===== config.mk =====
export PLATFORM = sky130hd
export DESIGN_NAME = standard_timer
export DESIGN_NICKNAME = d
export VERILOG_FILES = /design/src/logic/standard_timer_pkg.sv /design/src/logic/standard_timer.sv
export VERILOG_INCLUDE_DIRS = /design/src /design/src/logic
export SDC_FILE = /design/constraint.sdc
export NUM_CORES = 1
export LEC_CHECK = 0
export ABC_CLOCK_PERIOD_IN_PS = 3400
export BUFFER_PORTS_ARGS = -buffer_cell sky130_fd_sc_hd__buf_2
export CAP_MARGIN = 20
export CORE_ASPECT_RATIO = 0.8
export CORE_MARGIN = 2
export CORE_UTILIZATION = 47
export CTS_CLUSTER_SIZE = 30
export DETAILED_ROUTE_END_ITERATION = 12
export PLACE_DENSITY_LB_ADDON = 0.3
export SLEW_MARGIN = 20
export SYNTH_ARGS = -nofsm -noshare
export SYNTH_HDL_FRONTEND = slang
export SYNTH_SLANG_ARGS = --single-unit

===== constraint.sdc =====
create_clock -name clk_i -period 3.4 [get_ports clk_i]
set_input_delay 0.34 -clock clk_i [delete_from_list [all_inputs] [get_ports clk_i]]
set_output_delay 0.34 -clock clk_i [all_outputs]
set_load 0.005 [all_outputs]

===== src/logic/standard_timer_consts.svh =====
// Register offsets, widths, reset values, masks and divider counts
// Assumes inclusion by the timer package and the testbench
`ifndef STANDARD_TIMER_CONSTS_SVH
`define STANDARD_TIMER_CONSTS_SVH

// ----------------------------------------------------------------
// Register byte offsets (one aligned 32-bit word each)
// ----------------------------------------------------------------
`define OFS_CTRL0      8'h00
`define OFS_CTRL1      8'h04
`define OFS_CNT_LO     8'h08
`define OFS_CNT_HI     8'h0C
`define OFS_CMPA_LO    8'h10
`define OFS_CMPA_HI    8'h14
`define OFS_CMPP       8'h18

// ----------------------------------------------------------------
// Widths, reset values, masks
// ----------------------------------------------------------------
`define CNT_W          16
`define BYTE_W         8
`define CTRL0_RST      8'h00
`define CTRL1_RST      8'h00
`define CMPP_RST       8'h00
`define CTRL0_RD_MASK  8'hF8

// ----------------------------------------------------------------
// Count clock dividers
// ----------------------------------------------------------------
`define SYS_DIV_W      2
`define HIGH_DIV_W     6
`define HIGH_DIV16_MSK 6'h0F
`define HIGH_DIV64_MSK 6'h3F

`endif


===== src/logic/standard_timer_pkg.sv =====
// Types shared by the standard timer design
// Assumes the constants header sits beside it
package standard_timer_pkg;
	`include "standard_timer_consts.svh"

	typedef enum logic [1:0] {
		MODE_CMP   = 2'b00,
		MODE_UNDEF = 2'b01,
		MODE_PWM   = 2'b10,
		MODE_TIMER = 2'b11
	} op_mode_t;

	typedef struct packed {
		logic       count_pause;
		logic [2:0] clock_select;
		logic       counter_on;
		logic [2:0] unused;
	} ctrl0_t;

	typedef struct packed {
		op_mode_t   op_mode_sel;
		logic [1:0] pin_action_sel;
		logic       output_initial_level;
		logic       output_invert;
		logic       duty_period_swap;
		logic       clear_source_sel;
	} ctrl1_t;
endpackage


===== src/logic/standard_timer.sv =====
// Standard 16-bit timer: counter, compare A and P, output pin logic
// Assumes a classic Wishbone master on clk_i and pins from outside
//
// Overview of operation
// - 16-bit up counter advanced by the selected count clock only.
// - Compare P checks counter top byte; compare A checks all 16 bits.
// - Compare A low byte writes go to buffer; its high byte write copies buffer low.
// - High byte read returns high, captures low byte into the buffer.
// - Rising counter_on clears the counter; software cannot load it.
// - Clearing counter_on stops counting and keeps the count.
// - Counter also clears on overflow or selected comparator match.
// - count_pause holds the counter; clearing it resumes counting.
// - clock_select picks sys/4, sys, high/16, high/64, sub, pin edge.
// - Rising counter_on sets the pin to its initial level.
// - op_mode_sel: compare output, undefined, PWM/pulse, timer.
// - Timer/counter mode leaves the output pin undriven.
// - Compare A match: no change, low, high or toggle the pin.
// - PWM mode: inactive, active, PWM waveform or single pulse.
// - Drive level equal to the current level leaves the pin unchanged.
// - Control 0 bits 2 to 0 always read as zero.
// - Counter readable as read-only pair; compare A a read/write pair.
// - output_initial_level: initial level, or active level in PWM.
// - output_invert inverts the pin in compare output and PWM modes only.
// - clear_source_sel picks A or P match outside PWM mode; P of zero means overflow.
// - duty_period_swap swaps period and duty compares for PWM.
//
// Chosen here: register access over Wishbone and the placing of the registers.

`timescale 1ns/10ps

module standard_timer
	import standard_timer_pkg::*;
(
	// Clock, reset, enable
	input  wire logic        clk_i,
	input  wire logic        rst_i,
	input  wire logic        ce_i,
	// Wishbone slave
	input  wire logic        cyc_i,
	input  wire logic        stb_i,
	input  wire logic        we_i,
	input  wire logic [7:0]  adr_i,
	input  wire logic [3:0]  sel_i,
	input  wire logic [31:0] dat_i,
	output logic      [31:0] dat_o,
	output logic             ack_o,
	// Clock source pins
	input  wire logic        ext_clock_pin_i,
	input  wire logic        high_clk_i,
	input  wire logic        sub_clk_i,
	// Output pin and match pulses
	output logic             timer_output_pin_o,
	output logic             timer_output_oe_o,
	output logic             match_a_o,
	output logic             match_p_o
);

	// ----------------------------------------------------------------
	// State
	// ----------------------------------------------------------------
	ctrl0_t                   ctrl0;
	ctrl1_t                   ctrl1;
	logic [`CNT_W-1:0]        cnt;
	logic [`CNT_W-1:0]        cmp_a;
	logic [`BYTE_W-1:0]       cmp_p;
	logic [`BYTE_W-1:0]       hold_buf;
	logic                     on_d;
	logic                     out_level;
	logic                     pulse_done;
	logic [2:0]               sync1;
	logic [2:0]               sync2;
	logic [2:0]               sync3;
	logic [`SYS_DIV_W-1:0]    sys_div;
	logic [`HIGH_DIV_W-1:0]   high_div;

	// ----------------------------------------------------------------
	// Bus decode
	// ----------------------------------------------------------------
	wire req       = cyc_i & stb_i;
	wire acc       = req & ack_o & ce_i;
	wire wr_acc    = acc & we_i & sel_i[0];
	// Reads latch data and capture the low byte buffer on one edge
	wire rd_acc    = req & ~ack_o & ~we_i & ce_i;
	wire [7:0] wd  = dat_i[7:0];
	wire sel_c0    = adr_i == `OFS_CTRL0;
	wire sel_c1    = adr_i == `OFS_CTRL1;
	wire sel_dl    = adr_i == `OFS_CNT_LO;
	wire sel_dh    = adr_i == `OFS_CNT_HI;
	wire sel_al    = adr_i == `OFS_CMPA_LO;
	wire sel_ah    = adr_i == `OFS_CMPA_HI;
	wire sel_p     = adr_i == `OFS_CMPP;
	wire [7:0] c0_rd = ctrl0 & `CTRL0_RD_MASK;
	wire [7:0] rd_byte =
		sel_c0 ? c0_rd :
		sel_c1 ? ctrl1 :
		sel_dh ? cnt[15:8] :
		sel_ah ? cmp_a[15:8] :
		sel_p  ? cmp_p :
		(sel_dl | sel_al) ? hold_buf :
		8'h00;

	// ----------------------------------------------------------------
	// Wishbone answer: ack one cycle after the request, then drop
	// ----------------------------------------------------------------
	always_ff @(posedge clk_i) begin
		if (rst_i) begin
			ack_o <= 1'b0;
			dat_o <= 32'h00000000;
		end else if (ce_i) begin
			ack_o <= req & ~ack_o;
			if (req & ~ack_o)
				dat_o <= {24'h000000, rd_byte};
		end
	end

	// ----------------------------------------------------------------
	// Registers and shared low byte buffer
	// ----------------------------------------------------------------
	always_ff @(posedge clk_i) begin
		if (rst_i) begin
			ctrl0    <= `CTRL0_RST;
			ctrl1    <= `CTRL1_RST;
			cmp_a    <= 16'h0000;
			cmp_p    <= `CMPP_RST;
			hold_buf <= 8'h00;
		end else begin
			if (wr_acc & sel_c0)
				ctrl0 <= wd & `CTRL0_RD_MASK;
			if (wr_acc & sel_c1)
				ctrl1 <= wd;
			if (wr_acc & sel_p)
				cmp_p <= wd;
			if (wr_acc & sel_al)
				hold_buf <= wd;
			if (wr_acc & sel_ah)
				cmp_a <= {wd, hold_buf};
			if (rd_acc & sel_dh)
				hold_buf <= cnt[7:0];
			if (rd_acc & sel_ah)
				hold_buf <= cmp_a[7:0];
		end
	end

	// ----------------------------------------------------------------
	// Pin synchronisers: ext clock, high clock, sub clock
	// ----------------------------------------------------------------
	wire [2:0] pins = {sub_clk_i, high_clk_i, ext_clock_pin_i};
	genvar gi;
	generate
		for (gi = 0; gi < 3; gi++) begin : g_sync
			always_ff @(posedge clk_i) begin
				if (rst_i) begin
					sync1[gi] <= 1'b0;
					sync2[gi] <= 1'b0;
					sync3[gi] <= 1'b0;
				end else if (ce_i) begin
					sync1[gi] <= pins[gi];
					sync2[gi] <= sync1[gi];
					sync3[gi] <= sync2[gi];
				end
			end
		end
	endgenerate

	wire ext_rise  = sync2[0] & ~sync3[0];
	wire ext_fall  = ~sync2[0] & sync3[0];
	wire high_rise = sync2[1] & ~sync3[1];
	wire sub_rise  = sync2[2] & ~sync3[2];

	// ----------------------------------------------------------------
	// Count clock dividers and source selection
	// ----------------------------------------------------------------
	always_ff @(posedge clk_i) begin
		if (rst_i) begin
			sys_div  <= '0;
			high_div <= '0;
		end else if (ce_i) begin
			sys_div <= sys_div + 1'b1;
			if (high_rise)
				high_div <= high_div + 1'b1;
		end
	end

	wire sys4_tick = &sys_div;
	wire h16_tick  = high_rise &
		((high_div & `HIGH_DIV16_MSK) == `HIGH_DIV16_MSK);
	wire h64_tick  = high_rise & (high_div == `HIGH_DIV64_MSK);
	wire [7:0] src = {ext_fall, ext_rise, sub_rise, sub_rise,
		h64_tick, h16_tick, 1'b1, sys4_tick};
	wire tick      = src[ctrl0.clock_select];

	// ----------------------------------------------------------------
	// Compare and clear
	// ----------------------------------------------------------------
	wire on_rise   = ctrl0.counter_on & ~on_d;
	wire run       = ctrl0.counter_on & ~ctrl0.count_pause & tick;
	wire [15:0] nx = cnt + 16'h0001;
	wire hit_a     = run & (nx == cmp_a) & (cmp_a != 16'h0000);
	wire hit_p     = run & (nx[15:8] == cmp_p) & (nx[7:0] == 8'h00);
	wire is_pwm    = ctrl1.op_mode_sel == MODE_PWM;
	wire per_hit   = ctrl1.duty_period_swap ? hit_a : hit_p;
	wire sel_hit   = ctrl1.clear_source_sel ? hit_a : hit_p;
	wire clr_hit   = is_pwm ? per_hit : sel_hit;
	wire duty_on   = ctrl1.duty_period_swap ?
		(cnt[15:8] < cmp_p) : (cnt < cmp_a);
	wire ovf       = run & (nx == 16'h0000);
	wire next_clear = clr_hit | ovf;

	// ----------------------------------------------------------------
	// Counter
	// ----------------------------------------------------------------
	always_ff @(posedge clk_i) begin
		if (rst_i) begin
			cnt  <= 16'h0000;
			on_d <= 1'b0;
		end else if (ce_i) begin
			on_d <= ctrl0.counter_on;
			if (on_rise)
				cnt <= 16'h0000;
			else if (run)
				cnt <= next_clear ? 16'h0000 : nx;
		end
	end

	// ----------------------------------------------------------------
	// Match pulses
	// ----------------------------------------------------------------
	always_ff @(posedge clk_i) begin
		if (rst_i) begin
			match_a_o <= 1'b0;
			match_p_o <= 1'b0;
		end else if (ce_i) begin
			match_a_o <= hit_a & ~on_rise;
			match_p_o <= hit_p & ~on_rise &
				(is_pwm | ~ctrl1.clear_source_sel);
		end
	end

	// ----------------------------------------------------------------
	// Output pin level
	// ----------------------------------------------------------------
	wire oc = ctrl1.output_initial_level;
	wire [1:0] act = ctrl1.pin_action_sel;
	logic next_level;
	assign next_level =
		(act == 2'b01) ? 1'b0 :
		(act == 2'b10) ? 1'b1 :
		(act == 2'b11) ? ~out_level : out_level;
	wire pulse_act = ~pulse_done & ctrl0.counter_on;
	wire pwm_act =
		(act == 2'b00) ? 1'b0 :
		(act == 2'b01) ? 1'b1 :
		(act == 2'b10) ? (ctrl0.counter_on & duty_on) :
		pulse_act;
	wire cmp_mode = ctrl1.op_mode_sel == MODE_CMP;

	always_ff @(posedge clk_i) begin
		if (rst_i) begin
			out_level  <= 1'b0;
			pulse_done <= 1'b0;
		end else if (ce_i) begin
			if (on_rise) begin
				out_level  <= oc;
				pulse_done <= 1'b0;
			end else if (cmp_mode & hit_a) begin
				out_level <= next_level;
			end else if (is_pwm) begin
				out_level <= pwm_act ? oc : ~oc;
				if (ctrl0.counter_on & (per_hit | hit_a | hit_p))
					pulse_done <= 1'b1;
			end
		end
	end

	assign timer_output_oe_o  = cmp_mode | is_pwm;
	assign timer_output_pin_o = timer_output_oe_o &
		(out_level ^ ctrl1.output_invert);

	// ----------------------------------------------------------------
	// Checks
	// ----------------------------------------------------------------
	a_on_clears_cnt: assert property (
		@(posedge clk_i) disable iff (rst_i)
		ce_i & on_rise |=> cnt == 16'h0000)
		else $error("counter not cleared on counter_on rise");
	a_off_holds_cnt: assert property (
		@(posedge clk_i) disable iff (rst_i)
		~ctrl0.counter_on |=> cnt == $past(cnt))
		else $error("counter moved while off");
	a_pause_holds: assert property (
		@(posedge clk_i) disable iff (rst_i)
		ctrl0.count_pause & ~on_rise |=> $stable(cnt))
		else $error("counter moved while paused");
	a_count_step: assert property (
		@(posedge clk_i) disable iff (rst_i)
		ce_i & run & ~next_clear & ~on_rise
		|=> cnt == $past(cnt) + 16'h0001)
		else $error("counter did not advance by one");
	a_match_clears: assert property (
		@(posedge clk_i) disable iff (rst_i)
		ce_i & run & sel_hit & ~is_pwm & ~on_rise
		|=> cnt == 16'h0000 && (match_a_o | match_p_o))
		else $error("counter not cleared on match");
	a_p_no_clear: assert property (
		@(posedge clk_i) disable iff (rst_i)
		ce_i & run & ~is_pwm & ctrl1.clear_source_sel & ~hit_a & ~ovf
		& ~on_rise |=> cnt == $past(cnt) + 16'h0001)
		else $error("counter cleared without a compare A match");
	a_hi_write_copy: assert property (
		@(posedge clk_i) disable iff (rst_i)
		wr_acc & sel_ah
		|=> cmp_a == {$past(dat_i[7:0]), $past(hold_buf)})
		else $error("compare A pair not updated from buffer");
	a_hi_read_capt: assert property (
		@(posedge clk_i) disable iff (rst_i)
		rd_acc & sel_dh |=> hold_buf == $past(cnt[7:0])
		&& dat_o[7:0] == $past(cnt[15:8]))
		else $error("counter bytes not taken on one edge");
	a_c0_low_zero: assert property (
		@(posedge clk_i) disable iff (rst_i)
		ack_o & ~we_i & sel_c0 |-> dat_o[2:0] == 3'b000)
		else $error("control 0 low bits not zero");
	a_pin_initial: assert property (
		@(posedge clk_i) disable iff (rst_i)
		ce_i & on_rise & (cmp_mode | is_pwm)
		|=> out_level == $past(oc))
		else $error("pin not set to initial level");
	a_cmp_hold: assert property (
		@(posedge clk_i) disable iff (rst_i)
		cmp_mode & ~on_rise & ~hit_a |=> $stable(out_level))
		else $error("compare output changed without a match");
	a_pwm_inactive: assert property (
		@(posedge clk_i) disable iff (rst_i)
		ce_i & is_pwm & ~on_rise & (act == 2'b00)
		|=> out_level == ~$past(oc))
		else $error("forced inactive level not driven");
	a_match_pulse: assert property (
		@(posedge clk_i) disable iff (rst_i)
		match_a_o & ce_i |=> ~match_a_o | $past(hit_a))
		else $error("match A pulse without a match");
	a_p_suppressed: assert property (
		@(posedge clk_i) disable iff (rst_i)
		ce_i & ~is_pwm & ctrl1.clear_source_sel |=> ~match_p_o)
		else $error("compare P pulse while compare A clears");

endmodule // standard_timer


Word-level counts from Yosys, hierarchy flattened. Cells that the tools add are included.

Bits in registers: 92. Input port bits: 53. Output and inout bits: 37. Logic and storage cells: 159.

Add/subtract/negate cells: 3. $lt $le $gt $ge: 3. Equality and inequality tests: 16. Mux-type cells: 32. Bitwise operators: 57. Reductions and logical operators: 17.

Operator list (count): 8-bit 2-to-1 mux (9); 16-bit 2-to-1 mux (3); 1-bit bitwise AND (37); 8-bit by 5-bit == test with 1-bit output (second input constant) (3); 1-bit 2-to-1 mux (19); 16-bit by 1-bit adder with 16-bit output (second input constant) (1); 16-bit == test (1); 8-bit by 4-bit == test with 1-bit output (second input constant) (2); 16-bit zero test (1); 8-bit zero test (2); 16-bit less-than comparator (1); 16-bit nonzero test (1); 1-bit NOT (13); 8-bit by 3-bit == test with 1-bit output (second input constant) (1); 8-bit == test (1); 8-bit less-than comparator (1); 2-bit AND reduction (4); 6-bit by 1-bit adder with 6-bit output (second input constant) (1); 2-bit == test (second input constant) (3); 6-bit == test (second input constant) (1); 1-bit bitwise OR (6); 2-bit nonzero test (3); 3-bit nonzero test (2); 5-bit != test (second input constant) (1); other kinds (10) (11).

Logic depth before layout (Yosys ltp).
Depth in word-level cells: 16. Mapped depth: 11. Depth with buffers taken out: 10.

Worst setup path before layout. No wires, ideal clock.

Path kind: register -> register. From: register cnt[1]. To: register cnt[1]. Setup time: 0.117 ns. Arrival: 2.669 ns. Data required time: 3.283 ns. Slack: 0.614 ns. Stages on the path, launching flop included: 11. Buffers on the path: 2. Period minus slack after synthesis: 2.786 ns. Path through: dfxtp_1 > ha_1 > inv_1 > or4_1 > buf_2 > xnor2_1 > nor4_1 > o2111ai_1 > o32a_2 > buf_6 > a32o_1.

Longest elaborated chain between the ends: 10. Elaborated cells on any way between the ends: 17. Those cells by class: add/sub: 1; eq/ne: 2; mux: 6; bitwise: 6; reduce/logical: 2.

RTL lines: start, declared (line standard_timer.sv:63) `` logic [`CNT_W-1:0] cnt; ``; start signal, assigned (line standard_timer.sv:221) `cnt <= next_clear ? 16'h0000 : nx;`; 16-bit by 1-bit adder with 16-bit output * (line standard_timer.sv:197) `wire [15:0] nx = cnt + 16'h0001;`; 16-bit == test or 8-bit == test (tied branches) (line standard_timer.sv:198, standard_timer.sv:199); 1-bit bitwise AND, on equally long branches (2 in a row) (line standard_timer.sv:198, standard_timer.sv:199); 1-bit 2-to-1 mux, on equally long branches (line standard_timer.sv:202, standard_timer.sv:201); 1-bit 2-to-1 mux (line standard_timer.sv:203) `wire clr_hit = is_pwm ? per_hit : sel_hit;`; 1-bit bitwise OR (line standard_timer.sv:207) `wire next_clear = clr_hit | ovf;`; 16-bit 2-to-1 mux * (line standard_timer.sv:221); 16-bit 2-to-1 mux * (line standard_timer.sv:220) `else if (run)`; 16-bit 2-to-1 mux * (line standard_timer.sv:218) `if (on_rise)`.

Every way passes the cells marked *; elsewhere a longest branch is shown, timed or not. The select of a mux whose other input is x is not followed. A chain may end at the register's enable or synchronous reset.

Worst setup path in the final report.
From: register high_div[0]. To: register cnt[12].

Longest elaborated chain between the ends: 13. Elaborated cells on any way between the ends: 21. Those cells by class: eq/ne: 2; mux: 8; bitwise: 9; reduce/logical: 2.

RTL lines: start, declared (line standard_timer.sv:74) `` logic [`HIGH_DIV_W-1:0] high_div; ``; start signal, assigned (line standard_timer.sv:180) `high_div <= high_div + 1'b1;`; 6-bit == test (no line) or 4-bit == test (tied branches); 1-bit bitwise AND, on equally long branches (line standard_timer.sv:187, standard_timer.sv:185); 1-bit binary-select mux with 3-bit select * (line standard_timer.sv:190) `wire tick = src[ctrl0.clock_select];`; 1-bit 2-to-1 mux (implied by the code) * (line standard_timer.sv:190); 1-bit bitwise AND * (line standard_timer.sv:196) `wire run = ctrl0.counter_on & ~ctrl0.count_pause & tick;`; 1-bit bitwise AND, on equally long branches (2 in a row) (line standard_timer.sv:199, standard_timer.sv:198); 1-bit 2-to-1 mux, on equally long branches (line standard_timer.sv:202, standard_timer.sv:201); 1-bit 2-to-1 mux (line standard_timer.sv:203); 1-bit bitwise OR (line standard_timer.sv:207); 16-bit 2-to-1 mux (line standard_timer.sv:221); 16-bit 2-to-1 mux (line standard_timer.sv:220); 16-bit 2-to-1 mux (line standard_timer.sv:218).

Marks and branches as above.

==> out/qor.yml <==
drc: 0
top_level_ports: 90
worstPathCellList: "ha_1 > nand4b_1 > a211oi_1 > o2111ai_1 > nor3_1 > nand4b_1 > o32a_1 > nand2_1 > o21ai_0"
grt_first_pass_wirelength_mm: 30.73
ys_types: 75
yosysTopAreaCellShare: 0.2871
critical_path.n_buffers_inverters: 0
ys.flop_type: "sky130_fd_sc_hd__dfxtp_1"
drive_gt1_frac: 0.1420
critPathLaunch: "high_div[0]"
timing.hold.ws_ns: 0.2240
min_cycle_time_layout_ns: 3.119
ys_seq_area_frac: 0.2871
critical_path_class: "flip-flop to flip-flop"
maxCapViolCount: 0
number_of_global_route_vias_before_repair: 5390
grt_max_degree: 55
area.growth.synth_to_final_pct: 10.71
dr.first_iter.drc_count: 692
die_extent_in_x_um: 134.6
routed_wl_mm: 19.70
rr_worst_depth: 9
met3WireLength_mm: 2.178
synth_seq_cells: 92
regArea_um2: 1842
critical_path.slowest_cell: "sky130_fd_sc_hd__nor3_1"
post-dp-hpwl_mm: 14.53
crit_path_start_kind: "flip-flop"
count_of_flip_flops_with_a_built_in_enable_after_synthesis: 0
slew_headroom: 0.4234
status: "finished, final reports clean"
cts-htree-levels: 3
synth.cell_area_um2: 6415
wl_met2_mm: 7.881
worst_path_most_repeated_cell: "sky130_fd_sc_hd__nand4b_1"
worst_path_dominant_cell_family: "compound AO/OA/AOI/OAI gates"
cts_buffers: 9
ctsRootBufferMaster: "sky130_fd_sc_hd__clkbuf_16"
grtUsageTotal: 0.2738
synth_largest_area_cell: "sky130_fd_sc_hd__dfxtp_1"
reg2reg_setup_slack_ns: 0.28
top_signal_layer_used: "met4"
insertedDiodeCount: 0
rsz_0062_raised_after_global_routing: "no"
finalHoldViolations: 0
critical_path.endpoint_type: "flip-flop"
totalNegativeSetupSlack_ns: 0
slew_viol_final: 0
synthMostInstantiatedCell: "sky130_fd_sc_hd__nand2_1"
routed_via_density: 5.957
critical_path_peak_fanout: 6
vdd_drop_max_uv: 265.6
postRouteAntennaNets: 0
number_of_hold_buffers_added_after_cts: 0
initial_core_util: 0.4768
routabilityCongestion: 0.9434
globalRoute.totalOverflow: 0
post_synth.cell_area_avg_um2: 7.949
post_cts.repair.setup_buffers: 0
dieArea_um2: 14610
dr_total_vias: 6148
synth-async-reset-ratio: 0
drt_pre_antenna_iters: 5
tritoncts: "done"
grt_antenna_before_repair: 0
synthesis.yosys.warnings: 0
synth_commonest_cells: "102 x sky130_fd_sc_hd__nand2_1, 92 x sky130_fd_sc_hd__dfxtp_1, 73 x sky130_fd_sc_hd__nor2_1"
num-fill-cells: 1302
clock.fmax_mhz: 320.6
cp.depth: 9
critical_r2r_capture: "cnt[12]"
layout.nets: 927
clkSlewWorstSetupHoldPaths_ns: 0.07
numPortBuffers: 38
hp-class: "input pin to flip-flop"
dieHeight_um: 108.5
final_skew_ns: 0.005722
critical_path_arrival_ns: 3.35
clk_path_buf_depth: 2
leakagePower_uw: 0.002802
cts.sinks: 92
route.detailed.wl_per_inst_um: 19.09
r2r-start: "high_div[0]"
post-layout-total-power_uw: 2160
postLayoutCoreUtil: 0.5278
fp.coreArea_um2: 13460
finalCritPeriodShare: 0.9174
cp.required_ns: 3.63
power_dens_cells_nw_per_um2: 304.1
worstSkewPairLatency_ns: 0.35
ctsResizeCount: 0
drt-met1-wl_mm: 9.310
ys_top_cells_by_area: "sky130_fd_sc_hd__dfxtp_1 29%, sky130_fd_sc_hd__mux2i_1 6.1%, sky130_fd_sc_hd__nand2_1 6.0%"
synth_cells: 807
area_of_the_multi_input_gates_um2: 4116
worst_path_largest_cell_delay_ns: 0.55
worst-slew-pin-transition_ns: 0.8640
endpoint: "cnt[12]"
setup-violations-final: 0
number_of_placement_rows: 38
==> state kept, by name (all words and copies together) (netlist names) <==
name and cells:
cmp_a 16, cnt 16, cmp_p 8, dat_o 8, hold_buf 8, high_div 6, c0_rd 5, ctrl1 5
sync1 3, sync2 3, sync3 3, act 2, sys_div 2, ack_o 1, match_a_o 1, match_p_o 1
oc 1, on_d 1, out_level 1, pulse_done 1
==> kinds of logic after synthesis <==
kind of cell,after synthesis,synth area share
xor gates and xnor gates,39,0.06202
adders and majority gates,26,0.05071
DFF,92,0.2871
AOI/OAI and AO/OA,176,0.1874
and+or+nand+nor,323,0.2639
other,1,0.0005846
muxes,40,0.06261
buffers and inverters,110,0.08563
==> per-layer routing <==
metal	GRT usage	up-vias
met4	0.07820	0
met1	0.4079	2842
met3	0.09048	28
li1	-	2955
met2	0.3692	323
met5	0	-
==> where the power goes <==
group          total, uW  internal [uW]  switching, uW
combinational        113           39.3           73.4
clock                950            495            456
sequential          1100           1090           7.54
==> area by class of cell <==
cell class,count,area share
Timing Repair Buffer,82,0.07329
Tap cell,180,0.03171
Sequential cell,92,0.2593
Clock inverter,5,0.005285
Clock buffer,10,0.03224
Multi-Input combinational cell,628,0.5796
Inverter,35,0.01850
==> metrics by stage <==
stage / area [um2] / instances / setup slack [ns]
global route: 7102 / 1032 / 0.1192
CTS: 7102 / 1032 / 0.4209
floorplan: 6501 / 830 / 0.6139
finish: 7102 / 1032 / 0.2807
detailed placement: 6835 / 1017 / 0.4432
global placement: 6835 / 1017 / 0.4338
==> placed cells by master (no fill, tap or decap), types with 18 or more instances in the layout <==
cell,count
sky130_fd_sc_hd__buf_4,44
sky130_fd_sc_hd__a21oi_1,50
sky130_fd_sc_hd__mux2i_1,39
sky130_fd_sc_hd__buf_2,38
sky130_fd_sc_hd__nor2_1,73
sky130_fd_sc_hd__ha_1,26
sky130_fd_sc_hd__xnor2_1,25
sky130_fd_sc_hd__nand4_1,18
sky130_fd_sc_hd__nand2_1,102
sky130_fd_sc_hd__nand3_1,32
sky130_fd_sc_hd__inv_1,35
sky130_fd_sc_hd__o21ai_0,22
sky130_fd_sc_hd__dfxtp_1,92
sky130_fd_sc_hd__conb_1,24
==> worst min-delay path by stage <==
stage / start / endpoint / slack (ns) / depth (start not counted)
after floorplan: hold_buf[3] / cmp_a[3] / 0.44 / 2
after global placement: match_a_o / match_a_o / 0.46 / 2
after detailed placement: match_a_o / match_a_o / 0.46 / 2
after CTS: ext_clock_pin_i / sync1[0] / 0.22 / 3
after global routing: ext_clock_pin_i / sync1[0] / 0.25 / 3
final: ext_clock_pin_i / sync1[0] / 0.22 / 3
==> tightest hold or removal path: stages <==
cell	delay, ns
sky130_fd_sc_hd__buf_2	0.08
sky130_fd_sc_hd__mux2i_1	0.05
sky130_fd_sc_hd__nor2_1	0.07
Note: power is estimated with default switching activity, not from simulation.
